File: config.mk
export PLATFORM = sky130hd
export DESIGN_NAME = nfc_host
export DESIGN_NICKNAME = d
export VERILOG_FILES = /design/src/pkg/nfc_pkg.sv /design/src/nfc_strobe.sv /design/src/nfc_host.sv
export VERILOG_INCLUDE_DIRS = /design/src /design/src/pkg
export SDC_FILE = /design/constraint.sdc
export NUM_CORES = 1
export LEC_CHECK = 0
export BUFFER_PORTS_ARGS = -buffer_cell sky130_fd_sc_hd__buf_2
export CAP_MARGIN = 20
export CORE_ASPECT_RATIO = 0.9
export CORE_MARGIN = 1.5
export CORE_UTILIZATION = 56
export DETAILED_ROUTE_END_ITERATION = 10
export GPL_ROUTABILITY_DRIVEN = 0
export GPL_TIMING_DRIVEN = 1
export PLACE_DENSITY = 0.88
export SLEW_MARGIN = 0
export SYNTH_ARGS = -nofsm -noshare
export SYNTH_HDL_FRONTEND = slang
export SYNTH_HIERARCHICAL = 1
export SYNTH_SLANG_ARGS = --single-unit
export TNS_END_PERCENT = 10
File: constraint.sdc
create_clock -name clock_i -period 2.6 [get_ports clock_i]
set_clock_uncertainty 0.05 [all_clocks]
set_input_delay 0 -clock clock_i [delete_from_list [all_inputs] [get_ports clock_i]]
set_output_delay 0 -clock clock_i [all_outputs]
set_load 0.005 [all_outputs]
File: src/pkg/nfc_regs.svh
// constants of the nand flash host controller
`ifndef NFC_REGS_SVH
`define NFC_REGS_SVH
`define NFC_CMD_READ      8'h00
`define NFC_CMD_READ_GO   8'h30
`define NFC_CMD_PROG      8'h80
`define NFC_CMD_PROG_GO   8'h10
`define NFC_CMD_ERASE     8'h60
`define NFC_CMD_ERASE_GO  8'hd0
`define NFC_PAGE_BYTES    2112
`define NFC_PAGES         64
`define NFC_BLOCKS        1024
`define NFC_CLK_NS        20
`define NFC_WP_NS         25
`define NFC_WH_NS         15
`define NFC_RP_NS         35
`define NFC_REH_NS        15
`define NFC_WB_NS         200
`define NFC_WW_NS         100
`define NFC_CYC_UP(ns)    (((ns) + `NFC_CLK_NS - 1) / `NFC_CLK_NS)
`endif

File: src/pkg/nfc_pkg.sv
// types of the nand flash host controller
package nfc_pkg;
	typedef enum logic [1:0] {
		NFC_OP_READ  = 2'b00,
		NFC_OP_PROG  = 2'b01,
		NFC_OP_ERASE = 2'b10
	} nfc_op_t;
	typedef enum logic [1:0] {
		NFC_CY_CMD  = 2'b00,
		NFC_CY_ADDR = 2'b01,
		NFC_CY_DATA = 2'b10
	} nfc_cycle_t;
endpackage

File: src/nfc_strobe.sv
// one strobed bus cycle: low phase then high phase, then done
`timescale 1ns/10ps
module nfc_strobe #(
	parameter int LOW_CYC  = 2,
	parameter int HIGH_CYC = 1
) (
	input  wire logic clock_i,
	input  wire logic rst_i,
	input  wire logic start_i,
	output logic      strobe_n_o,
	output logic      done_o
);
	// elaboration check: the phase counter is four bits wide
	if (LOW_CYC < 1 || HIGH_CYC < 1 || LOW_CYC > 15 || HIGH_CYC > 15) begin : g_bad_phase
		$error("nfc_strobe: phase counts out of range");
	end
	logic [3:0] cnt_r;
	logic       low_r;
	logic       busy_r;
	always_ff @(posedge clock_i) begin
		if (rst_i) begin
			cnt_r      <= 4'h0;
			low_r      <= 1'b0;
			busy_r     <= 1'b0;
			strobe_n_o <= 1'b1;
			done_o     <= 1'b0;
		end else begin
			done_o <= 1'b0;
			if (!busy_r) begin
				if (start_i) begin
					busy_r     <= 1'b1;
					low_r      <= 1'b1;
					strobe_n_o <= 1'b0;
					cnt_r      <= 4'(LOW_CYC - 1);
				end
			end else if (cnt_r != 4'h0) begin
				cnt_r <= cnt_r - 4'h1;
			end else if (low_r) begin
				low_r      <= 1'b0;
				strobe_n_o <= 1'b1;
				cnt_r      <= 4'(HIGH_CYC - 1);
			end else begin
				busy_r <= 1'b0;
				done_o <= 1'b1;
			end
		end
	end
endmodule

File: src/nfc_host.sv
// host controller driving a nand flash through its pins
`timescale 1ns/10ps
`include "nfc_regs.svh"
module nfc_host import nfc_pkg::*; #(
	parameter int COL_W = 12,
	parameter int ROW_W = 16,
	parameter int BUSY_WAIT_CYC = `NFC_CYC_UP(`NFC_WB_NS)
) (
	input  wire logic             clock_i,
	input  wire logic             rst_i,
	// user request
	input  wire logic             req_valid_i,
	output logic                  req_ready_o,
	input  wire nfc_op_t          req_op_i,
	input  wire logic [COL_W-1:0] req_col_i,
	input  wire logic [ROW_W-1:0] req_row_i,
	input  wire logic [11:0]      req_len_i,
	input  wire logic             guard_en_i,
	// write data stream
	input  wire logic             wr_valid_i,
	output logic                  wr_ready_o,
	input  wire logic [7:0]       wr_data_i,
	// read data stream
	output logic                  rd_valid_o,
	output logic [7:0]            rd_data_o,
	output logic                  done_o,
	output logic                  refused_o,
	// flash pins
	output logic                  chip_select_n_o,
	output logic                  command_latch_enable_o,
	output logic                  address_latch_enable_o,
	output logic                  write_strobe_n_o,
	output logic                  output_strobe_n_o,
	output logic                  program_guard_n_o,
	input  wire logic             ready_busy_n_i,
	input  wire logic [7:0]       shared_bus_i,
	output logic [7:0]            shared_bus_o,
	output logic                  shared_bus_oe_o
);
	// elaboration check: fixed address split, eight-bit wait counter
	if (COL_W != 12 || ROW_W != 16
			|| BUSY_WAIT_CYC < 1 || BUSY_WAIT_CYC > 255) begin : g_bad_cfg
		$error("nfc_host: unsupported geometry");
	end
	localparam int WCYC_LO = `NFC_CYC_UP(`NFC_WP_NS);
	localparam int WCYC_HI = `NFC_CYC_UP(`NFC_WH_NS) + 1;
	localparam int RCYC_LO = `NFC_CYC_UP(`NFC_RP_NS) + 1;
	localparam int RCYC_HI = `NFC_CYC_UP(`NFC_REH_NS);
	localparam int WW_CYC  = `NFC_CYC_UP(`NFC_WW_NS);

	typedef enum logic [3:0] {
		NFC_ST_IDLE  = 4'b0000,
		NFC_ST_CMD1  = 4'b0001,
		NFC_ST_ADDR  = 4'b0010,
		NFC_ST_WDATA = 4'b0011,
		NFC_ST_CMD2  = 4'b0100,
		NFC_ST_WAITB = 4'b0101,
		NFC_ST_WAITR = 4'b0110,
		NFC_ST_RDATA = 4'b0111,
		NFC_ST_GUARD = 4'b1000
	} nfc_state_t;

	// address byte k of a full address, column first then row
	function automatic logic [7:0] addr_byte(input logic [1:0] k,
			input logic [COL_W-1:0] col, input logic [ROW_W-1:0] row);
		case (k)
			2'd0:    addr_byte = col[7:0];
			2'd1:    addr_byte = {4'h0, col[11:8]};
			2'd2:    addr_byte = row[7:0];
			default: addr_byte = row[15:8];
		endcase
	endfunction

	nfc_state_t state_r;
	nfc_op_t    op_r;
	logic [COL_W-1:0] col_r;
	logic [ROW_W-1:0] row_r;
	logic [11:0] left_r;
	logic [1:0]  acnt_r;
	logic [7:0]  wait_r;
	logic        w_start;
	logic        w_done;
	logic        r_start;
	logic        r_done;
	logic        busy_seen_r;
	logic [7:0]  rd_hold_r;

	nfc_strobe #(.LOW_CYC(WCYC_LO), .HIGH_CYC(WCYC_HI)) u_wr (
		.clock_i    (clock_i),
		.rst_i      (rst_i),
		.start_i    (w_start),
		.strobe_n_o (write_strobe_n_o),
		.done_o     (w_done)
	);
	nfc_strobe #(.LOW_CYC(RCYC_LO), .HIGH_CYC(RCYC_HI)) u_rd (
		.clock_i    (clock_i),
		.rst_i      (rst_i),
		.start_i    (r_start),
		.strobe_n_o (output_strobe_n_o),
		.done_o     (r_done)
	);

	// a cycle is launched when the state enters it or its previous one completes
	logic launch_r;
	assign w_start = launch_r && (state_r == NFC_ST_CMD1 || state_r == NFC_ST_ADDR
		|| state_r == NFC_ST_CMD2 || (state_r == NFC_ST_WDATA && wr_valid_i));
	assign r_start = launch_r && state_r == NFC_ST_RDATA;
	assign wr_ready_o = w_start && state_r == NFC_ST_WDATA;
	assign req_ready_o = state_r == NFC_ST_IDLE;

	// ===============================================
	// sequencer
	always_ff @(posedge clock_i) begin
		if (rst_i) begin
			state_r  <= NFC_ST_IDLE;
			op_r     <= NFC_OP_READ;
			col_r    <= '0;
			row_r    <= '0;
			left_r   <= 12'h000;
			acnt_r   <= 2'd0;
			wait_r   <= 8'h00;
			launch_r <= 1'b0;
			done_o   <= 1'b0;
			refused_o <= 1'b0;
			busy_seen_r <= 1'b0;
		end else begin
			done_o    <= 1'b0;
			refused_o <= 1'b0;
			case (state_r)
				NFC_ST_IDLE: begin
					if (req_valid_i) begin
						op_r   <= req_op_i;
						col_r  <= req_col_i;
						row_r  <= req_row_i;
						left_r <= req_len_i;
						if (req_op_i != NFC_OP_READ && guard_en_i) begin
							refused_o <= 1'b1;
						end else if (req_op_i != NFC_OP_READ) begin
							state_r <= NFC_ST_GUARD;
							wait_r  <= 8'(WW_CYC);
						end else begin
							state_r  <= NFC_ST_CMD1;
							launch_r <= 1'b1;
						end
					end
				end
				NFC_ST_GUARD: begin
					if (wait_r == 8'h00) begin
						state_r  <= NFC_ST_CMD1;
						launch_r <= 1'b1;
					end else begin
						wait_r <= wait_r - 8'h01;
					end
				end
				NFC_ST_CMD1: begin
					launch_r <= 1'b0;
					if (w_done) begin
						state_r  <= NFC_ST_ADDR;
						launch_r <= 1'b1;
						acnt_r   <= (op_r == NFC_OP_ERASE) ? 2'd2 : 2'd0;
					end
				end
				NFC_ST_ADDR: begin
					launch_r <= 1'b0;
					if (w_done) begin
						launch_r <= 1'b1;
						acnt_r   <= acnt_r + 2'd1;
						if (acnt_r == 2'd3) begin
							if (op_r == NFC_OP_PROG && left_r != 12'h000)
								state_r <= NFC_ST_WDATA;
							else
								state_r <= NFC_ST_CMD2;
						end
					end
				end
				NFC_ST_WDATA: begin
					if (w_start)
						launch_r <= 1'b0;
					if (w_done) begin
						launch_r <= 1'b1;
						left_r   <= left_r - 12'h001;
						if (left_r == 12'h001)
							state_r <= NFC_ST_CMD2;
					end
				end
				NFC_ST_CMD2: begin
					launch_r <= 1'b0;
					if (w_done) begin
						state_r     <= NFC_ST_WAITB;
						wait_r      <= 8'(BUSY_WAIT_CYC);
						busy_seen_r <= 1'b0;
					end
				end
				NFC_ST_WAITB: begin
					// device may take up to the busy delay to pull the line low
					if (!ready_busy_n_i)
						busy_seen_r <= 1'b1;
					// once busy has been seen there is no need to wait out the delay
					if (wait_r == 8'h00 || busy_seen_r)
						state_r <= NFC_ST_WAITR;
					else
						wait_r <= wait_r - 8'h01;
				end
				NFC_ST_WAITR: begin
					if (ready_busy_n_i) begin
						if (op_r == NFC_OP_READ && left_r != 12'h000) begin
							state_r  <= NFC_ST_RDATA;
							launch_r <= 1'b1;
						end else begin
							state_r <= NFC_ST_IDLE;
							done_o  <= 1'b1;
						end
					end
				end
				NFC_ST_RDATA: begin
					launch_r <= 1'b0;
					if (r_done) begin
						left_r <= left_r - 12'h001;
						if (left_r == 12'h001) begin
							state_r <= NFC_ST_IDLE;
							done_o  <= 1'b1;
						end else begin
							launch_r <= 1'b1;
						end
					end
				end
				default: state_r <= NFC_ST_IDLE;
			endcase
		end
	end

	// ===============================================
	// read data capture, sampled late in the low phase
	// the device lets the bus go soon after the strobe rises, so the byte is
	// held from the last edge of the low phase and handed over once the cycle ends
	always_ff @(posedge clock_i) begin
		if (rst_i) begin
			rd_hold_r  <= 8'h00;
			rd_valid_o <= 1'b0;
			rd_data_o  <= 8'h00;
		end else begin
			rd_valid_o <= 1'b0;
			if (!output_strobe_n_o)
				rd_hold_r <= shared_bus_i;
			if (state_r == NFC_ST_RDATA && r_done) begin
				rd_valid_o <= 1'b1;
				rd_data_o  <= rd_hold_r;
			end
		end
	end

	// ===============================================
	// latch enables, bus drive and chip select
	always_ff @(posedge clock_i) begin
		if (rst_i) begin
			command_latch_enable_o <= 1'b0;
			address_latch_enable_o <= 1'b0;
			shared_bus_o           <= 8'h00;
			shared_bus_oe_o        <= 1'b0;
			chip_select_n_o        <= 1'b1;
			program_guard_n_o      <= 1'b0;
		end else begin
			program_guard_n_o <= !guard_en_i && state_r != NFC_ST_IDLE
				? 1'b1 : !guard_en_i && program_guard_n_o;
			chip_select_n_o <= (state_r == NFC_ST_IDLE);
			if (w_start) begin
				shared_bus_oe_o        <= 1'b1;
				command_latch_enable_o <= (state_r == NFC_ST_CMD1 || state_r == NFC_ST_CMD2);
				address_latch_enable_o <= (state_r == NFC_ST_ADDR);
				case (state_r)
					NFC_ST_CMD1: shared_bus_o <= (op_r == NFC_OP_READ) ? `NFC_CMD_READ :
						(op_r == NFC_OP_PROG) ? `NFC_CMD_PROG : `NFC_CMD_ERASE;
					NFC_ST_CMD2: shared_bus_o <= (op_r == NFC_OP_READ) ? `NFC_CMD_READ_GO :
						(op_r == NFC_OP_PROG) ? `NFC_CMD_PROG_GO : `NFC_CMD_ERASE_GO;
					NFC_ST_ADDR: shared_bus_o <= addr_byte(acnt_r, col_r, row_r);
					default:     shared_bus_o <= wr_data_i;
				endcase
			end else if (w_done) begin
				shared_bus_oe_o        <= 1'b0;
				command_latch_enable_o <= 1'b0;
				address_latch_enable_o <= 1'b0;
			end
		end
	end
endmodule

==> results list, run 1 <==
* Fmax achieved: about 430 MHz
* Result of the run: complete, no violations
- The first global-routing pass estimated between 20000 and 25000 um of wire.
- After layout, the design draws a total of 5.19 mW.
- Detailed router's first-iteration violation count: 713
- The initial utilization of the core area, before any placement, comes to a little under three fifths.
* Seq/Total Area, Yosys: around 41%
- The number of slew-limit violations in the final report was 0.
- Once detailed placement completed, the half-perimeter wirelength came to approximately 9700 um.
* Minimum setup slack after placement: 0.214 ns
- Final Core Density: 72.3%
- The worst path uses between 80% and 90% of the clock period.
- After detailed placement, the total cell area comes to ~5800 sq um.
* Area growth from synthesis to layout: 26.4%
- The library cells used most frequently in the layout, excluding fill and tap cells, are sky130_fd_sc_hd__nand2_1 (112), sky130_fd_sc_hd__dfxtp_1 (106), sky130_fd_sc_hd__buf_2 (91), sky130_fd_sc_hd__a21oi_1 (78), sky130_fd_sc_hd__dlygate4sd3_1 (60).
- RSZ-0062 raised after global routing: no
- Height of the chip: 94.4 um
* Largest net degree at the start of global routing: 61
- Port buffer count: around 90
- Crit Path Max Fanout: 24
* Count of unresolved DRC violations after routing: 0
- Most common cell after layout, fill and taps aside: sky130_fd_sc_hd__nand2_1
* Footprint of the flip-flops and latches: 2120 sq um
- In the final routed layout, each cell accounts on average for between 15 and 20 um.
* Post-route cell area: 6570 sq um
- Yosys printed 6 warnings.
* Distinct cell type count after synthesis: 69
- Clock buffer count from CTS: 9
* Post-synth top area share: between 40 and 50%
- Counting flops with a built-in enable in the synthesized netlist gives 0.
- The worst setup path is captured at a flip-flop.
- Startpoint of the worst register-to-register path: state_r[0]$_SDFFE_PP0P_
- Synthesized Nets: between 700 and 800
- The setup path with the least slack is of type reg -> reg.
* Capturing point of the worst reg2reg path: wait_r[7]$_SDFFE_PP0P_
- Summed over all instances, the cell type with the most area after synthesis is sky130_fd_sc_hd__dfxtp_1.
* Post-layout minimum cycle time: about 2.3 ns
* Peak supply drop: 535 uV
* Total number of H-tree levels: 3
- Classification of the worst-slack hold path: in -> reg
- The number of antenna violations at the first check in global routing was 0.
- Counting flops and latches in the post-synthesis netlist gives 106.
- CP required: about 2.8 ns
* Routed wire length: 14700 um
- In the synthesized netlist the dominant register cell turns out to be sky130_fd_sc_hd__dfxtp_1.
* Syn_area_per_cell: ~8 sq um
- Number of cell rows: 33
* Per-cell via count in the routed design: 6.04
- Clock-pin slew was measured on the worst setup and hold paths at approximately 0.10 ns.
- FF-to-FF path depth: 5
- Crit start category: flip-flop
- Count of endpoints failing setup in the final report: 0
* Die boundary width: roughly 100 um
- Via count: roughly 5500
- Cell area after synthesis: slightly above 5000 sq um
- CTS Root Cell: sky130_fd_sc_hd__clkbuf_8
- Core Area: between 9000 and 10000 sq um
* Arrival time of data at the critical path endpoint: about 2.6 ns
* Net count of the finished layout: between 800 and 900
- Worst-case setup margin in the final layout: 0.266 ns
- Including well taps, the total number of placed cells is between 800 and 900.
- Final antenna-violating net count: 0
- Along the worst hold path, the cell count comes to 4.
- Final hold analysis gives a worst-case slack of around 0.15 ns.
- Worst-case register-to-register setup slack: 0.27 ns
- At the later pin of the worst-skew pair, clock insertion delay measures 0.37 ns.
* Die area: 9870 sq um
- The layout has ~700 filler cells.
* Layout cell share with drive strength beyond 1: between 10% and 20%
* Finished Layout Cells: between 900 and 1000
* Headroom to the max-slew limit: between 40 and 50%
* Slew at the pin closest to its max-slew limit: around 0.9 ns
- Global router's overall resource usage: between 30 and 40%
* Terminating pin of the worst hold path: left_r[11]$_SDFFE_PP0P_
* Antenna cells: 0
- In this run the count of I/O pins placed on the die edge is 92.
- Post-CTS timing repair inserted 0 buffers for setup.
- The worst hold path begins at req_valid_i.
* Clock Sinks: 106
- For this run, the detailed router's first-pass iteration total came to 5.
* Area of combinational cells with multiple inputs: ~2800 sq um
- Maxcap violations: 0
- Counting every instance in the synthesized netlist gives 650.
- Post-Route Setup TNS: 0 ns
- The longest clock path from root to sink contains 2 buffers.
- Power per cell area: 791 nW/um^2
- The number of global-route vias before repair was about 5200.
- CTS tree: done
* Ranking of synthesized cells by area: sky130_fd_sc_hd__dfxtp_1 (41%), sky130_fd_sc_hd__nand2_1 (8.1%), sky130_fd_sc_hd__a21oi_1 (7.5%)
* Grt ovf: 0
* Proportion of synthesized flip-flops having asynchronous set or reset: 0%
* Final hold violation count: 0
- Leakage power total: 2.68 nW
-- final cells by class --
| class | instances | area share (%) |
|---|---|---|
| Sequential cell | 106 | 32.3 |
| Clock inverter | 7 | 0.819 |
| Timing Repair Buffer | 170 | 18.4 |
| Multi-Input combinational cell | 481 | 43.1 |
| Tap cell | 122 | 2.32 |
| Inverter | 19 | 1.09 |
| Clock buffer | 9 | 1.89 |
-- what timing repair did --
item | in CTS | in global routing
hold buffers | 60 | 0
setup endpoints to repair | 0 | 3
hold endpoints to repair | 62 | 0
resized for setup | 0 | 1
-- cell families after synthesis --
kind of cell    count (synthesis)  synth area share, %
simple gates                  266                 25.4
flops                         106                 40.8
mux                            10                 1.95
buf+inv                        63                 4.89
xor+xnor                        3                0.506
fa+ha+maj                       8                 1.93
compound gates                194                 24.5
-- worst max path at each step --
| stage | from | end | cells past startpoint |
|---|---|---|---|
| after global routing | state_r[0]$_SDFFE_PP0P_ | wait_r[7]$_SDFFE_PP0P_ | 5 |
| after floorplan | state_r[0]$_SDFFE_PP0P_ | u_rd/strobe_n_o$_SDFFE_PP1P_ | 8 |
| after global placement | state_r[0]$_SDFFE_PP0P_ | left_r[2]$_SDFFE_PP0P_ | 5 |
| after detailed placement | state_r[0]$_SDFFE_PP0P_ | left_r[0]$_SDFFE_PP0P_ | 4 |
| after CTS | state_r[0]$_SDFFE_PP0P_ | left_r[0]$_SDFFE_PP0P_ | 4 |
| final | state_r[0]$_SDFFE_PP0P_ | wait_r[7]$_SDFFE_PP0P_ | 5 |
-- report_power, final --
group	internal (mW)	leakage [nW]	switching, mW
clock	0.357	0.0875	0.580
sequential	1.89	0.863	0.300
combinational	0.839	1.73	1.22
-- worst max-delay path, stage by stage, from the launching register on --
cell and delay [ns]:
sky130_fd_sc_hd__dfxtp_1 0.58, sky130_fd_sc_hd__or3b_1 0.50, sky130_fd_sc_hd__a21oi_1 0.40, sky130_fd_sc_hd__a21o_1 0.24, sky130_fd_sc_hd__nor2_1 0.13, sky130_fd_sc_hd__a311oi_1 0.33
-- synthesized netlist by cell type, drive strengths merged, types with 3 or more instances --
cell	n
a221oi	9
o21ai	34
clkbuf	27
dfxtp	106
a22oi	5
buf	17
nor2b	6
mux2i	9
nand2b	8
xnor2	3
a21oi	78
o31ai	9
o211ai	4
a41o	3
nand2	112
inv	19
o2bb2ai	4
nor3	22
nor4b	8
nand3b	4
nand4	6
ha	8
or3b	5
a222oi	4
nor4	7
a31oi	5
a32o	4
or2	3
a221o	5
nor2	50
and2	6
a211oi	11
nand3	12
-- registers in the layout, summed over array words and instances (netlist names), 2 cells and up --
| signal | cells |
|---|---|
| row_r | 16 |
| col_r | 12 |
| left_r | 12 |
| rd_data_o | 8 |
| rd_hold_r | 8 |
| shared_bus_o | 8 |
| wait_r | 8 |
| state_r | 4 |
| u_rd/cnt_r | 4 |
| u_wr/cnt_r | 4 |
| acnt_r | 2 |
| op_r | 2 |
-- per-layer routing --
| metal | part of all wire (%) | wire, um | global-route usage (%) |
|---|---|---|---|
| met5 | 0 | 0 | 0 |
| met4 | 2.5 | 365 | 11.5 |
| met3 | 6.9 | 1010 | 4.69 |
| met2 | 50 | 7370 | 55.4 |
| met1 | 40 | 5940 | 35.7 |
No activity file was read; power rests on OpenSTA's default activity.
==> run 2, diff against run 1 <==
--- a/config.mk
+++ b/config.mk
@@ -6,15 +6,15 @@
 export SDC_FILE = /design/constraint.sdc
 export NUM_CORES = 1
 export LEC_CHECK = 0
-export BUFFER_PORTS_ARGS = -buffer_cell sky130_fd_sc_hd__buf_2
 export CAP_MARGIN = 20
 export CORE_ASPECT_RATIO = 0.9
 export CORE_MARGIN = 1.5
-export CORE_UTILIZATION = 56
+export CORE_UTILIZATION = 60
 export DETAILED_ROUTE_END_ITERATION = 10
+export DONT_BUFFER_PORTS = 1
 export GPL_ROUTABILITY_DRIVEN = 0
 export GPL_TIMING_DRIVEN = 1
-export PLACE_DENSITY = 0.88
+export PLACE_DENSITY = 0.84
 export SLEW_MARGIN = 0
 export SYNTH_ARGS = -nofsm -noshare
 export SYNTH_HDL_FRONTEND = slang
==> run 2 against run 1 <==
Effect of this change: clock-buffer cell count unchanged; combinational power is essentially flat; first-iteration DRC count shrank 12%; clock power up 8%; register-to-register slack lost 0.10 ns; setup slack lost 0.10 ns; sequential cell count did not move; non-clock buffer count down 76; sequential share of layout area increased by 1.5 points; final area is 4.2% lower; largest cell class unchanged.
==> results list, run 2 (synthesized netlist as in run 1, its figures left out) <==
* Clock buffer count from CTS: 9 (unchanged)
- Layout cell share with drive strength beyond 1: 6.70% (-11 points)
* RSZ-0062 raised after global routing: no
- Crit path top cell by count: sky130_fd_sc_hd__nand2_1
- The highest cell delay on the worst timing path is 0.61 ns (+0.03 ns).
- Walking the worst path, the cells encountered are nor2_1 -> nand2_1 -> inv_1 -> and2_1 -> buf_6 -> nand2_1 -> a21oi_1 -> dlygate4sd3_1.
* Die area: 9230 sq um (-6.5%)
* Final Core Density: 74.2% (+1.8 points)
- The number of clock sinks was 106 (unchanged).
- More flip-flops sit in one register than any other, and that register is row_r.
* Routed wire length: 16000 um (+9.0%)
- The starting density of the core was 61.2% (+4.0 points).
- Largest regs: row_r x16, col_r x12, left_r x12
- Crit Path Max Fanout: 30 (+25%)
- The number of nets at the end of the flow was 783 (-8.8%).
* Total number of H-tree levels: 3 (unchanged)
- The data arrival time at the worst-slack endpoint is 2.72 ns (+0.17 ns).
* Met2 routing resource usage after global routing: 59.6% (+4.2 points)
- The number of buffers and inverters on the critical path came to 3 (+3).
- After global routing, the most crowded layer is met2.
- The startpoint identified for the worst hold timing path is req_valid_i.
- The maximum ir drop on the vdd rail came to 493 uV (-7.9%).
* Post-layout minimum cycle time: 2.44 ns (+0.105 ns)
* Detailed router's first-iteration violation count: 630 (-12%)
- Largest net degree at the start of global routing: 103 (+69%)
- The endpoint identified for the worst register-to-register timing path is row_r[6]$_SDFFE_PP0P_.
- The wire length per cell came to 19.1 um (+19%).
- Number of cell rows: 32 (-3.0%)
* Endpoint class of the critical path: flip-flop
* Wire length of the first global-routing pass: 25800 um (+6.8%)
- The switching power of the nets is 2.18 mW (+3.7%).
* Buffer levels on the longest clock path: 2 (unchanged)
- Final HPWL from detailed placement: 8920 um (-7.9%)
- Count of endpoints failing setup in the final report: 0 (unchanged)
- Number of flip-flops under the largest register name: 16 (unchanged)
* Share of the clock period used by the worst path: 93.8% (+4.0 points)
* Crit Path Category: reg -> reg
- The final worst slack is 0.161 ns (-0.105 ns).
- The setup slack at placement was 0.490 ns (+0.277 ns).
- Via count: 5473 (-0.80%)
- CTS tree: done
- Combinational Power Share: 39.1% (-0.6 points)
- Clock group share of total power: 19.0% (+1.0 points)
* Number of antenna violations at the first check in global routing: 2 (+2)
- The met3 layer usage reported by global route was 8.08% (+3.4 points).
- The number of routed nets with antenna violations came to 0 (unchanged).
- Area growth from synthesis to layout: 21.1%
- The ratio of total power to cell area was 838 nW/um^2 (+6.0%).
* FF-to-FF path depth: 8 (+3)
- Fmax achieved: 410 MHz (-4.3%)
* Worst-case register-to-register setup slack: 0.16 ns (-0.10 ns)
- The number of buffers inserted by port buffering came to 0 (-100%).
- The placeable core region was 8490 sq um (-6.6%).
- Count of unresolved DRC violations after routing: 0 (unchanged)
* Die boundary width: 101 um (-3.3%)
- Classification of the worst-slack hold path: in -> reg
- I/O pin count: 92 (unchanged)
- Most common cell after layout, fill and taps aside: sky130_fd_sc_hd__nand2_1
* Grt ovf: 0 (unchanged)
- Leakage power total: 2.39 nW (-11%)
- Terminating pin of the worst hold path: left_r[5]$_SDFFE_PP0P_
- The internal power contribution came to 3.10 mW (+0.17%).
- In the layout the commonest cells are sky130_fd_sc_hd__nand2_1 (112), sky130_fd_sc_hd__dfxtp_1 (103), sky130_fd_sc_hd__dlygate4sd3_1 (79), sky130_fd_sc_hd__a21oi_1 (78), sky130_fd_sc_hd__nor2_1 (50).
- Result of the run: complete, no violations
- Headroom to the max-slew limit: 51.0% (+9.5 points)
- Post-Route Setup TNS: 0 ns (unchanged)
- The global-route usage over all layers is 35.3% (+5.1 points).
* CTS Root Cell: sky130_fd_sc_hd__clkbuf_8
- The global routing usage on met1 came to 41.5% (+5.8 points).
- The clock transition at the registers of the reported paths was 0.12 ns (+0.02 ns).
- STA classifies the critical path startpoint as a flip-flop.
- The sequential fraction of design power was 41.8% (-0.5 points).
* Hold Path Stages: 3 (-1)
- Via count of the first global-routing pass: 5309 (+2.5%)
- The routed via count divided by cell count came to 6.54 (+8.3%).
- The final count of hold timing violations came to 0 (unchanged).
- The transition time at the pin with the least slew margin was 0.728 ns (-0.149 ns).
- CP required: 2.88 ns (+0.07 ns)
* Largest delay share family, worst path: buffers and inverters
* Startpoint of the worst register-to-register path: state_r[2]$_SDFFE_PP0P_
- The clock latency of the later-clocked register in the worst-skew pair came to 0.38 ns (about the same).
* Maxcap violations: 0 (unchanged)
* Setup Buffers After CTS: 0 (unchanged)
- The number of slew-limit violations in the final report is 0 (unchanged).
- Slowest library cell on the worst path: sky130_fd_sc_hd__dlygate4sd3_1
- Height of the chip: 91.3 um (-3.3%)
* Switching power as a share of total power: 41.3% (+0.84 points)
- Pre-antenna DRT Iters: 6 (+1)
[run 2: cell types whose count changed in the layout (fill, tap and decap cells not counted), sizes merged]
cell | previous run | this run
inv | 21 | 22
buf | 110 | 15
clkinv | 3 | 2
diode | 0 | 2
dlygate4sd3 | 60 | 79
[run 2: per-stage QoR]
stage	area, sq um	hold WS, ns	std cells	power (mW)
2_1_floorplan	5200	0.0293	650	3.54
3_3_place_gp	5270	0.0243	739	3.89
3_5_place_dp	5270	0.0274	739	3.97
4_1_cts	6280	0.0183	835	5.12
5_1_grt	6290	0.0604	837	5.55
6_report	6290	0.0328	837	5.28
[run 2: what timing repair did]
action / 4_1_cts / 5_1_grt
endpoints found under the setup margin: 0 / 17
gates resized for setup: 0 / 4
hold buffers: 80 / 0
hold endpoints to repair: 106 / 0
[run 2: power by group through the flow]
stage               logic, mW  registers (mW)  clock network [mW]
detailed placement       1.75            2.22                   0
CTS                      1.94            2.18                1.00
finish                   2.06            2.21                1.01
floorplan                1.44            2.10                   0
global placement         1.69            2.20                   0
global route             2.24            2.24                1.07
[run 2: worst max-delay path by stage]
stage | slack, ns | startpoint | depth (start not counted) | to
after global placement | 0.59 | state_r[1]$_SDFFE_PP0P_ | 6 | state_r[0]$_SDFFE_PP0P_
after CTS | 0.15 | state_r[2]$_SDFFE_PP0P_ | 8 | col_r[0]$_SDFFE_PP0P_
after global routing | 0.02 | state_r[2]$_SDFFE_PP0P_ | 8 | row_r[6]$_SDFFE_PP0P_
after detailed placement | 0.49 | state_r[0]$_SDFFE_PP0P_ | 4 | left_r[0]$_SDFFE_PP0P_
after floorplan | 0.52 | state_r[0]$_SDFFE_PP0P_ | 8 | u_rd/strobe_n_o$_SDFFE_PP1P_
final | 0.16 | state_r[2]$_SDFFE_PP0P_ | 8 | row_r[6]$_SDFFE_PP0P_
[run 2: final cells by class]
cell class | count | area [sq um]
well taps | 119 | 149
flip-flops and latches | 106 | 2130
clock buffers | 9 | 124
clock inverters | 7 | 71.3
fillers | 570 | 2190
repair buffers | 94 | 927
diodes | 2 | 5.00
multi-input cells | 481 | 2820
inverters | 19 | 71.3
[run 2: worst min-delay path, delay by kind of cell]
family | cells | cell delay, ns
AOI/OAI and AO/OA | 2 | 0.30
and+or+nand+nor | 1 | 0.12
[run 2: metal layers]
metal  wire, um  share of wire (%)  vias to the layer above
li1           -                  -                     2473
met1       5990                 37                     2555
met3       1500                9.4                       88
met4        840                5.2                        0
met5          0                  0                        -
met2       7670                 48                      357
